`src/rtcssp_pkg.sv`:
```
package rtcssp_pkg;

   // slave identity: D0h on the wire with the direction bit cleared
   localparam logic [6:0] RTCSSP_SLAVE_ID = 7'h68;

   // register map, one byte each
   localparam int RTCSSP_NREG = 10;
   localparam logic [3:0] RTCSSP_ADDR_SECONDS = 4'h0;
   localparam logic [3:0] RTCSSP_ADDR_MINUTES = 4'h1;
   localparam logic [3:0] RTCSSP_ADDR_CENTURY_HOURS = 4'h2;
   localparam logic [3:0] RTCSSP_ADDR_WEEKDAY = 4'h3;
   localparam logic [3:0] RTCSSP_ADDR_MONTH_DAY = 4'h4;
   localparam logic [3:0] RTCSSP_ADDR_MONTH = 4'h5;
   localparam logic [3:0] RTCSSP_ADDR_YEAR = 4'h6;
   localparam logic [3:0] RTCSSP_ADDR_TRIM_AND_CONTROL = 4'h7;
   localparam logic [3:0] RTCSSP_ADDR_SOUND_SETTINGS = 4'h8;
   localparam logic [3:0] RTCSSP_ADDR_SECONDARY_CONTROL = 4'h9;
   localparam logic [3:0] RTCSSP_ADDR_FIRST = RTCSSP_ADDR_SECONDS;
   localparam logic [3:0] RTCSSP_ADDR_LAST = RTCSSP_ADDR_SECONDARY_CONTROL;
   localparam logic [7:0] RTCSSP_REG_RESET = 8'h00;

   // byte framing: eight data bits, then the acknowledge slot
   localparam logic [3:0] RTCSSP_BITS_PER_BYTE = 4'h8;
   localparam logic [3:0] RTCSSP_CNT_ZERO = 4'h0;
   localparam logic [3:0] RTCSSP_CNT_ONE = 4'h1;

   // positions of the inputs inside the synchroniser vector
   localparam int RTCSSP_IN_SCL = 0;
   localparam int RTCSSP_IN_SDA = 1;
   localparam int RTCSSP_IN_PFAIL = 2;
   localparam int RTCSSP_IN_MAIN = 3;
   localparam int RTCSSP_IN_W = 4;
   // bus lines idle high, supply flags idle as failed / on backup
   localparam logic [RTCSSP_IN_W-1:0] RTCSSP_IN_RESET = 4'h7;

   // protocol states
   typedef enum {
      RTCSSP_IDLE,
      RTCSSP_DEVADR,
      RTCSSP_RX,
      RTCSSP_COMMIT,
      RTCSSP_ACK,
      RTCSSP_TX,
      RTCSSP_MACK,
      RTCSSP_WAIT
   } rtcssp_state_t;

   // one written byte handed to the timekeeping core
   typedef struct packed {
      logic [3:0] addr;
      logic [7:0] data;
   } rtcssp_wr_t;

endpackage

```
`src/rtcssp_buf.sv`:
```
`timescale 1ns/100ps
`default_nettype none
module rtcssp_buf
   import rtcssp_pkg::*;
#(
   parameter int W = $bits(rtcssp_wr_t),
   parameter int DEPTH = 2
)
(
   // clock and reset
   input wire logic clk,
   input wire logic rst,
   // filling side
   input wire logic in_valid,
   output logic in_ready,
   input wire logic [W-1:0] in_data,
   // draining side
   output logic out_valid,
   input wire logic out_ready,
   output logic [W-1:0] out_data
);

   localparam int PW = (DEPTH > 1) ? $clog2(DEPTH) : 1;
   localparam logic [PW:0] CNT_FULL = (PW+1)'(DEPTH);

   typedef struct packed {
      logic [DEPTH-1:0][W-1:0] mem;
      logic [PW-1:0] wp;
      logic [PW-1:0] rp;
      logic [PW:0] cnt;
   } rtcssp_buf_t;

   rtcssp_buf_t r_q;
   rtcssp_buf_t r_d;
   logic push;
   logic pop;

   if (DEPTH != 2)
   begin : g_bad_depth
      $error("rtcssp_buf: pointer wrap serves a depth of two only");
   end

   assign in_ready = (r_q.cnt != CNT_FULL); // count is one bit wider than the pointers
   assign out_valid = (r_q.cnt != '0);
   assign out_data = r_q.mem[r_q.rp];
   assign push = in_valid && in_ready;
   assign pop = out_valid && out_ready;

   // storage and pointers; full stalls the source, never drops
   always_comb
   begin
      r_d = r_q;
      if (push)
      begin
         r_d.mem[r_q.wp] = in_data;
         r_d.wp = r_q.wp + 1'b1;
      end
      if (pop)
         r_d.rp = r_q.rp + 1'b1;
      if (push && !pop)
         r_d.cnt = r_q.cnt + 1'b1;
      else if (pop && !push)
         r_d.cnt = r_q.cnt - 1'b1;
   end

   always_ff @(posedge clk)
   begin
      if (rst)
         r_q <= '0;
      else
         r_q <= r_d;
   end

endmodule
`default_nettype wire

```
`src/rtcssp_core.sv`:
```
`timescale 1ns/100ps
`default_nettype none
module rtcssp_core
   import rtcssp_pkg::*;
(
   // clock and reset
   input wire logic CLK,
   input wire logic RST,
   // two-wire bus, open drain: output enable high pulls the line low
   input wire logic SCL_IN,
   output logic SCL_OUT,
   output logic SCL_OUT_EN,
   input wire logic SDA_IN,
   output logic SDA_OUT,
   output logic SDA_OUT_EN,
   // supply monitor levels
   input wire logic BELOW_POWER_FAIL_THRESHOLD,
   input wire logic ABOVE_SUPPLY_SWITCHOVER_THRESHOLD,
   // written bytes towards the timekeeping core
   output logic WR_VALID,
   input wire logic WR_READY,
   output rtcssp_wr_t WR_ENTRY,
   // register image and status
   output logic [RTCSSP_NREG-1:0][7:0] REG_IMAGE,
   output logic [3:0] ADDR_POINTER,
   output logic BUS_ENABLED,
   output logic BUS_ACTIVE
);

   typedef struct packed {
      rtcssp_state_t st;
      logic [3:0] cnt;
      logic [7:0] sh;
      logic [3:0] ptr;
      logic rd;
      logic first;
      logic mack;
      logic sda_oe;
      logic scl_oe;
      logic bus_en;
      logic scl_prev;
      logic sda_prev;
      logic [RTCSSP_NREG-1:0][7:0] regs;
   } rtcssp_core_t;

   rtcssp_core_t r_q;
   rtcssp_core_t r_d;

   logic [RTCSSP_IN_W-1:0] raw_in;
   logic [RTCSSP_IN_W-1:0] lvl;
   logic scl;
   logic sda;
   logic pfail;
   logic main_ok;
   logic scl_rise;
   logic scl_fall;
   logic start_cond;
   logic stop_cond;
   logic buf_in_valid;
   logic buf_in_ready;
   rtcssp_wr_t buf_in_data;
   logic [3:0] ptr_next;

   if (RTCSSP_NREG != 32'(RTCSSP_ADDR_LAST) + 1)
   begin : g_bad_map
      $error("rtcssp_core: register count and last address disagree");
   end

   // pins come from outside this clock: three flops, agreement filter
   assign raw_in[RTCSSP_IN_SCL] = SCL_IN;
   assign raw_in[RTCSSP_IN_SDA] = SDA_IN;
   assign raw_in[RTCSSP_IN_PFAIL] = BELOW_POWER_FAIL_THRESHOLD;
   assign raw_in[RTCSSP_IN_MAIN] = ABOVE_SUPPLY_SWITCHOVER_THRESHOLD;

   rtcssp_sync #(
      .W(RTCSSP_IN_W),
      .RESET_VAL(RTCSSP_IN_RESET)
   ) u_sync (
      .clk(CLK),
      .rst(RST),
      .async_in(raw_in),
      .level_out(lvl)
   );

   assign scl = lvl[RTCSSP_IN_SCL];
   assign sda = lvl[RTCSSP_IN_SDA];
   assign pfail = lvl[RTCSSP_IN_PFAIL];
   assign main_ok = lvl[RTCSSP_IN_MAIN];

   // bus conditions from filtered levels; data moving under a high
   // clock is never taken as data
   assign scl_rise = scl && !r_q.scl_prev;
   assign scl_fall = !scl && r_q.scl_prev;
   assign start_cond = scl && r_q.scl_prev && r_q.sda_prev && !sda;
   assign stop_cond = scl && r_q.scl_prev && !r_q.sda_prev && sda;

   // next pointer with wrap past the last register
   assign ptr_next = (r_q.ptr >= RTCSSP_ADDR_LAST) ? RTCSSP_ADDR_FIRST
      : r_q.ptr + RTCSSP_CNT_ONE;

   // written data goes to the core through a two-entry buffer
   assign buf_in_valid = (r_q.st == RTCSSP_COMMIT) && !r_q.first;
   assign buf_in_data = {r_q.ptr, r_q.sh};

   rtcssp_buf #(
      .W($bits(rtcssp_wr_t)),
      .DEPTH(2)
   ) u_buf (
      .clk(CLK),
      .rst(RST),
      .in_valid(buf_in_valid),
      .in_ready(buf_in_ready),
      .in_data(buf_in_data),
      .out_valid(WR_VALID),
      .out_ready(WR_READY),
      .out_data(WR_ENTRY)
   );

   // protocol engine; register file sits in the same state word
   always_comb
   begin
      r_d = r_q;
      r_d.scl_prev = scl;
      r_d.sda_prev = sda;
      // enable falls at once on fail, returns only on main supply
      if (pfail)
         r_d.bus_en = 1'b0;
      else if (main_ok)
         r_d.bus_en = 1'b1;

      if (pfail || !r_q.bus_en)
      begin
         // abort, clear counter, release both lines
         r_d.st = RTCSSP_IDLE;
         r_d.ptr = RTCSSP_ADDR_FIRST;
         r_d.cnt = RTCSSP_CNT_ZERO;
         r_d.sda_oe = 1'b0;
         r_d.scl_oe = 1'b0;
      end
      else if (start_cond)
      begin
         // a start, repeated or not, always listens for the slave byte
         r_d.st = RTCSSP_DEVADR;
         r_d.cnt = RTCSSP_CNT_ZERO;
         r_d.sda_oe = 1'b0;
         r_d.scl_oe = 1'b0;
      end
      else if (stop_cond)
      begin
         r_d.st = RTCSSP_IDLE;
         r_d.sda_oe = 1'b0;
         r_d.scl_oe = 1'b0;
      end
      else
      begin
         case (r_q.st)
            RTCSSP_IDLE:
            begin
               r_d.sda_oe = 1'b0;
            end
            RTCSSP_DEVADR,
            RTCSSP_RX:
            begin
               // sample on the rising clock, act on the falling one
               if (scl_rise && r_q.cnt != RTCSSP_BITS_PER_BYTE)
               begin
                  r_d.sh = {r_q.sh[6:0], sda};
                  r_d.cnt = r_q.cnt + RTCSSP_CNT_ONE;
               end
               else if (scl_fall && r_q.cnt == RTCSSP_BITS_PER_BYTE)
               begin
                  if (r_q.st == RTCSSP_RX)
                     r_d.st = RTCSSP_COMMIT;
                  else if (r_q.sh[7:1] == RTCSSP_SLAVE_ID)
                  begin
                     r_d.rd = r_q.sh[0];
                     r_d.first = !r_q.sh[0];
                     r_d.st = RTCSSP_ACK;
                     r_d.sda_oe = 1'b1;
                  end
                  else
                     r_d.st = RTCSSP_WAIT;
               end
            end
            RTCSSP_COMMIT:
            begin
               if (r_q.first)
               begin
                  // address byte: load pointer, wrap values past the end
                  r_d.ptr = (r_q.sh > {4'h0, RTCSSP_ADDR_LAST}) ? RTCSSP_ADDR_FIRST
                     : r_q.sh[3:0];
                  r_d.first = 1'b0;
                  r_d.st = RTCSSP_ACK;
                  r_d.sda_oe = 1'b1;
                  r_d.scl_oe = 1'b0;
               end
               else if (buf_in_ready)
               begin
                  r_d.regs[r_q.ptr] = r_q.sh;
                  r_d.ptr = ptr_next;
                  r_d.st = RTCSSP_ACK;
                  r_d.sda_oe = 1'b1;
                  // a stretched clock is let go one cycle later, in the ack state
               end
               else
                  // buffer full: hold the clock low rather than lose a byte
                  r_d.scl_oe = 1'b1;
            end
            RTCSSP_ACK:
            begin
               // stretch ends after the pull is down, so data never moves under a high clock
               r_d.scl_oe = 1'b0;
               // low held until the acknowledge pulse has fallen again
               if (scl_fall)
               begin
                  r_d.cnt = RTCSSP_CNT_ZERO;
                  if (r_q.rd)
                  begin
                     // read begins at the held pointer
                     r_d.st = RTCSSP_TX;
                     r_d.sh = r_q.regs[r_q.ptr];
                     r_d.sda_oe = !r_q.regs[r_q.ptr][7];
                  end
                  else
                  begin
                     r_d.st = RTCSSP_RX;
                     r_d.sda_oe = 1'b0;
                  end
               end
            end
            RTCSSP_TX:
            begin
               // bits change only after a falling clock
               if (scl_fall)
               begin
                  r_d.cnt = r_q.cnt + RTCSSP_CNT_ONE;
                  if (r_q.cnt == RTCSSP_BITS_PER_BYTE - RTCSSP_CNT_ONE)
                  begin
                     r_d.st = RTCSSP_MACK;
                     r_d.sda_oe = 1'b0;
                     r_d.mack = 1'b0;
                  end
                  else
                  begin
                     r_d.sh = {r_q.sh[6:0], 1'b0};
                     r_d.sda_oe = !r_q.sh[6];
                  end
               end
            end
            RTCSSP_MACK:
            begin
               if (scl_rise)
                  r_d.mack = !sda;
               else if (scl_fall)
               begin
                  if (r_q.mack)
                  begin
                     // acknowledged: advance and send the next byte
                     r_d.ptr = ptr_next;
                     r_d.sh = r_q.regs[ptr_next];
                     r_d.sda_oe = !r_q.regs[ptr_next][7];
                     r_d.cnt = RTCSSP_CNT_ZERO;
                     r_d.st = RTCSSP_TX;
                  end
                  else
                  begin
                     // end of read: line left high, wait for stop
                     r_d.sda_oe = 1'b0;
                     r_d.st = RTCSSP_WAIT;
                  end
               end
            end
            RTCSSP_WAIT:
            begin
               r_d.sda_oe = 1'b0;
            end
            default:
            begin
               r_d.st = RTCSSP_IDLE;
               r_d.sda_oe = 1'b0;
               r_d.scl_oe = 1'b0;
            end
         endcase
      end
   end

   // state register; bus disabled until the supply is seen good
   always_ff @(posedge CLK)
   begin
      if (RST)
      begin
         r_q.st <= RTCSSP_IDLE;
         r_q.cnt <= RTCSSP_CNT_ZERO;
         r_q.sh <= RTCSSP_REG_RESET;
         r_q.ptr <= RTCSSP_ADDR_FIRST;
         r_q.rd <= 1'b0;
         r_q.first <= 1'b0;
         r_q.mack <= 1'b0;
         r_q.sda_oe <= 1'b0;
         r_q.scl_oe <= 1'b0;
         r_q.bus_en <= 1'b0;
         r_q.scl_prev <= 1'b1;
         r_q.sda_prev <= 1'b1;
         r_q.regs <= {RTCSSP_NREG{RTCSSP_REG_RESET}};
      end
      else
         r_q <= r_d;
   end

   // open-drain pins only ever pull low
   assign SCL_OUT = 1'b0;
   assign SDA_OUT = 1'b0;
   assign SCL_OUT_EN = r_q.scl_oe;
   assign SDA_OUT_EN = r_q.sda_oe;

   // register image, pointer and enable straight from flops; BUS_ACTIVE decoded from the state
   assign REG_IMAGE = r_q.regs;
   assign ADDR_POINTER = r_q.ptr;
   assign BUS_ENABLED = r_q.bus_en;
   assign BUS_ACTIVE = (r_q.st != RTCSSP_IDLE);

endmodule
`default_nettype wire

```
`src/rtcssp_sync.sv`:
```
`timescale 1ns/100ps
`default_nettype none
module rtcssp_sync
   import rtcssp_pkg::*;
#(
   parameter int W = RTCSSP_IN_W,
   parameter logic [W-1:0] RESET_VAL = '0
)
(
   // clock and reset
   input wire logic clk,
   input wire logic rst,
   // raw and filtered levels
   input wire logic [W-1:0] async_in,
   output logic [W-1:0] level_out
);

   typedef struct packed {
      logic [W-1:0] s1;
      logic [W-1:0] s2;
      logic [W-1:0] s3;
      logic [W-1:0] lvl;
   } rtcssp_sync_t;

   rtcssp_sync_t r_q;
   rtcssp_sync_t r_d;
   logic [W-1:0] lvl_d;

   if (W < 1)
   begin : g_bad_width
      $error("rtcssp_sync: width must be at least one");
   end

   // per-bit agreement filter; a level moves only when s2 and s3 agree
   for (genvar i = 0; i < W; i++)
   begin : g_bit
      assign lvl_d[i] = (r_q.s2[i] == r_q.s3[i]) ? r_q.s3[i] : r_q.lvl[i];
   end

   // s1 feeds only s2, so a metastable s1 never reaches the filter
   always_comb
   begin
      r_d = r_q;
      r_d.s1 = async_in;
      r_d.s2 = r_q.s1;
      r_d.s3 = r_q.s2;
      r_d.lvl = lvl_d;
   end

   // all stages start at the idle levels
   always_ff @(posedge clk)
   begin
      if (rst)
         r_q <= {4{RESET_VAL}};
      else
         r_q <= r_d;
   end

   assign level_out = r_q.lvl;

endmodule
`default_nettype wire
```
`config.mk`:
```
export PLATFORM = sky130hd
export DESIGN_NAME = rtcssp_core
export DESIGN_NICKNAME = d
export VERILOG_FILES = /design/src/rtcssp_pkg.sv /design/src/rtcssp_buf.sv /design/src/rtcssp_core.sv /design/src/rtcssp_sync.sv
export SDC_FILE = /design/constraint.sdc
export NUM_CORES = 1
export LEC_CHECK = 0
export BUFFER_PORTS_ARGS = -buffer_cell sky130_fd_sc_hd__clkbuf_2
export CORE_MARGIN = 4
export CORE_UTILIZATION = 53
export CTS_CLUSTER_DIAMETER = 120
export CTS_CLUSTER_SIZE = 8
export DETAILED_ROUTE_END_ITERATION = 6
export PLACE_DENSITY = 0.88
export SLEW_MARGIN = 40
export SYNTH_ARGS = -nofsm -noshare
export SYNTH_HDL_FRONTEND = slang
export SYNTH_HIERARCHICAL = 1
export SYNTH_SLANG_ARGS = --single-unit
```
`constraint.sdc`:
```
create_clock -name CLK -period 3.05 [get_ports CLK]
set_input_delay 0.1525 -clock CLK [delete_from_list [all_inputs] [get_ports CLK]]
set_output_delay 0.1525 -clock CLK [all_outputs]
set_load 0.03 [all_outputs]
```
==> summary.txt <==
Outcome
  • Status: complete, no violations

Worst setup path
  • Instance count on the critical path: 6
  • Top Family by Delay on Critical Path: simple AND/OR/NAND/NOR gates
  • Delay of the slowest cell on the worst path: a little under 0.7 ns
  • Critical Path Slowest Stage Cell: dfxtp_1
  • Crit path required time: around 3.3 ns
  • Worst reg-to-reg path cell count: 6
  • Startpoint Class: flop
  • Worst-path cell chain: and4bb_2, o2111ai_1, nor3_1, and2_1, mux2i_1, nor2_1
  • Largest fanout on the critical path: 17
  • Critical path capture point type: flop
  • Buffers & Inverters on Critical Path: 0
  • Setup CP Type: reg -> reg
  • Arr. time, crit path: 3.13 ns

Power
  • Final Power: around 4.2 mW
  • Maximum VDD drop: ~460 uV
  • Pleak: 3.33 nW
  • Power Density: 446 nW/um^2

Place
  • Port Buffer Count: 107
  • Placed inst area: 8770 sq um
  • HPWL reported at the end of detailed placement: about 16 mm
  • Placed insts: between 1000 and 1500
  • Placer Congestion: between 1 and 1.5

Synth
  • Synthesized area: between 8000 and 9000 sq um
  • Syn Area/Cell: ~8.5 sq um
  • Post-synth top flop: dfxtp_1
  • Simple-gate area share of the yosys netlist: 0.206
  • Sequential fraction of the synthesis area: 0.347
  • Async set or reset register ratio after synthesis: 0
  • Post-synthesis instance total: roughly 1000
  • Post-synth EDFFs: 0
  • Largest family of logic cells by synthesized area: simple AND/OR/NAND/NOR gates
  • Synth Area in Compound Gates: 0.149
  • Adder-cell share of the synthesized area: 0.0112
  • Post-synthesis register bit count: ~150
  • Ys Warns: 6
  • Unique cell type count in the Yosys netlist: 81
  • Xor and xnor area share after synthesis: 0.00603
  • Mux contribution to synthesized area: 0.162

Clock tree
  • CTS clk-pin slew, worst paths: 0.06 ns
  • H-tree depth: 4
  • Clk_lat worst skew: roughly 0.44 ns
  • Post-cts resize count: 0
  • CTS buffer count: 17
  • Root Buffer: clkbuf_16
  • CTS tree: done
  • Deepest clock path buffer count: 2
  • Clock Sinks: 151

Floorplanning
  • Placeable Area: 16000 sq um
  • # rows: 46
  • Die W: roughly 140 um
  • Die Y: 136 um
  • Initial Util: 0.545
  • DIE AREA: between 15000 and 20000 sq um
  • IO Pins: 110

STA
  • Endpoints failing setup: 0
  • Fin. max-slew vios: 0
  • Fmax achieved: ~0.35 GHz
  • RSZ-0062 raised after global routing: false
  • Measured slew at the worst slew-check pin: roughly 0.81 ns
  • Slew headroom: 0.455
  • Hold Fails Final Rpt: 0
  • Worst Skew: 0.00927 ns
  • Final Cycle Share: 0.934
  • Total negative slack: 0 ns
  • Post-layout minimum cycle time: approximately 2.8 ns

Route
  • Routed vias/inst: roughly 6.2
  • Drt wl/cell: between 15 and 20 um
  • Iter 0 DRT Violations: about 900
  • Via count: 7774
  • First-pass DRT Iterations: 6
  • DR DRC count: 0
  • DRT antenna net count: 0
  • WL final: roughly 25 mm

Final layout
  • Share of cells above drive strength 1: 0.226
  • Finished Layout Cells: ~1200
  • # fillers: 1352
  • # diodes: 0
  • Synthesis-to-layout area growth: 7.91%
  • Fin nets: 1033
  • Final instance area: around 9400 sq um

Global routing
  • Initial antenna violation count: 0
  • Vias in the first global route: roughly 7300
  • Total GRT Usage: 0.269
  • Global-route wire length before repair: 39.2 mm
  • Gr ovfl total: 0
  • Pin count of the biggest net entering global routing: approximately 80

Min path
  • Hold Crit Depth: 2
  • Worst hold path class: in -> reg

Flow run
  • Max_cap viols: 0
-- flip-flops by register name, indices dropped and copies added, names as in the netlist --
signal	count
ADDR_POINTER	4
u_buf/r_q	28
BUS_ENABLED	1
REG_IMAGE	80
SDA_OUT_EN	1
u_sync/r_q	4
u_sync/r_d	8
SCL_OUT_EN	1
buf_in_data	8
r_q	12
u_sync/level_out	4
-- area by class of cell --
type / instances / area, sq um / area share
multi-input combinational: 697 / 4670 / 0.497
sequential: 151 / 3020 / 0.322
timing repair buffer: 140 / 796 / 0.0846
clock buffer: 19 / 453 / 0.0482
tap: 216 / 270 / 0.0287
clock inverter: 13 / 145 / 0.0154
inverter: 12 / 45.0 / 0.00479
-- cell usage after synthesis (all sizes together) (8+ instances only) --
cell | instances | area [sq um]
a211oi | 9 | 67.6
a21oi | 78 | 402
a22oi | 8 | 60.1
and2 | 8 | 50.1
buf | 113 | 806
clkbuf | 48 | 180
dfxtp | 151 | 3020
inv | 12 | 45.1
mux2 | 27 | 304
mux2i | 84 | 841
mux4 | 12 | 270
nand2 | 102 | 383
nand2b | 34 | 213
nand3 | 41 | 210
nor2 | 71 | 269
nor2b | 22 | 145
nor3 | 13 | 65.1
o211ai | 14 | 105
o21ai | 51 | 255
or2 | 14 | 87.6
-- placed cells by master, fill, tap and decap left out, drive strengths merged, types with 5 or more instances in the layout --
cell,n
nor2,71
a22oi,8
nor2b,22
mux2,27
nor3,13
buf,30
a21oi,78
o21ai,51
nand3,41
nand2,102
nand3b,7
a211oi,9
inv,15
or2,14
dfxtp,151
ha,7
mux4,12
nand2b,34
clkinv,5
mux2i,84
clkbuf,125
and2,8
or3,6
o211ai,14
-- cell families after synthesis --
logic type | after synthesis
AOI/OAI and AO/OA | 209
xor gates and xnor gates | 6
adders and majority gates | 8
buffers and inverters | 173
DFF | 151
muxes | 123
other | 1
and+or+nand+nor | 349
-- power by group --
group / leakage (nW) / switching (mW) / internal [mW] / total, mW
sequential: 1.22 / 0.00302 / 1.98 / 1.98
combinational: 1.83 / 0.0354 / 0.0181 / 0.0535
clock: 0.286 / 0.900 / 1.26 / 2.16
-- path summary, 6_finish.rpt --
path	startpoint	to	slack, ns
setup reg to reg	r_q[105]	REG_IMAGE[27]	0.20
setup / recovery	r_q[105]	REG_IMAGE[27]	0.20
hold reg to reg	u_sync/r_d[9]	u_sync/r_d[5]	0.42
hold / removal	RST	r_q[85]	0.11
-- metal layers --
metal	share of wire	wire [um]	up-vias	GRT usage
met4	0.038	949	0	0.124
met2	0.44	10900	558	0.407
li1	-	-	3498	-
met5	0	0	-	0
met1	0.40	9840	3631	0.361
met3	0.12	2940	87	0.0674
-- through the flow --
stage | util | setup WS (ns) | hold slack [ns]
floorplan | - | 0.0414 | 0.250
global route | 0.588 | 0.0607 | 0.128
finish | 0.588 | 0.201 | 0.113
global placement | 0.548 | 0.513 | 0.333
detailed placement | 0.548 | 0.329 | 0.332
CTS | 0.588 | 0.269 | 0.0950
-- timing repair --
item / CTS / global route
setup buffers: 0 / 0
hold buffers: 4 / 0
endpoints found under the hold margin: 4 / 0
Power figures use the tool's default switching activity.
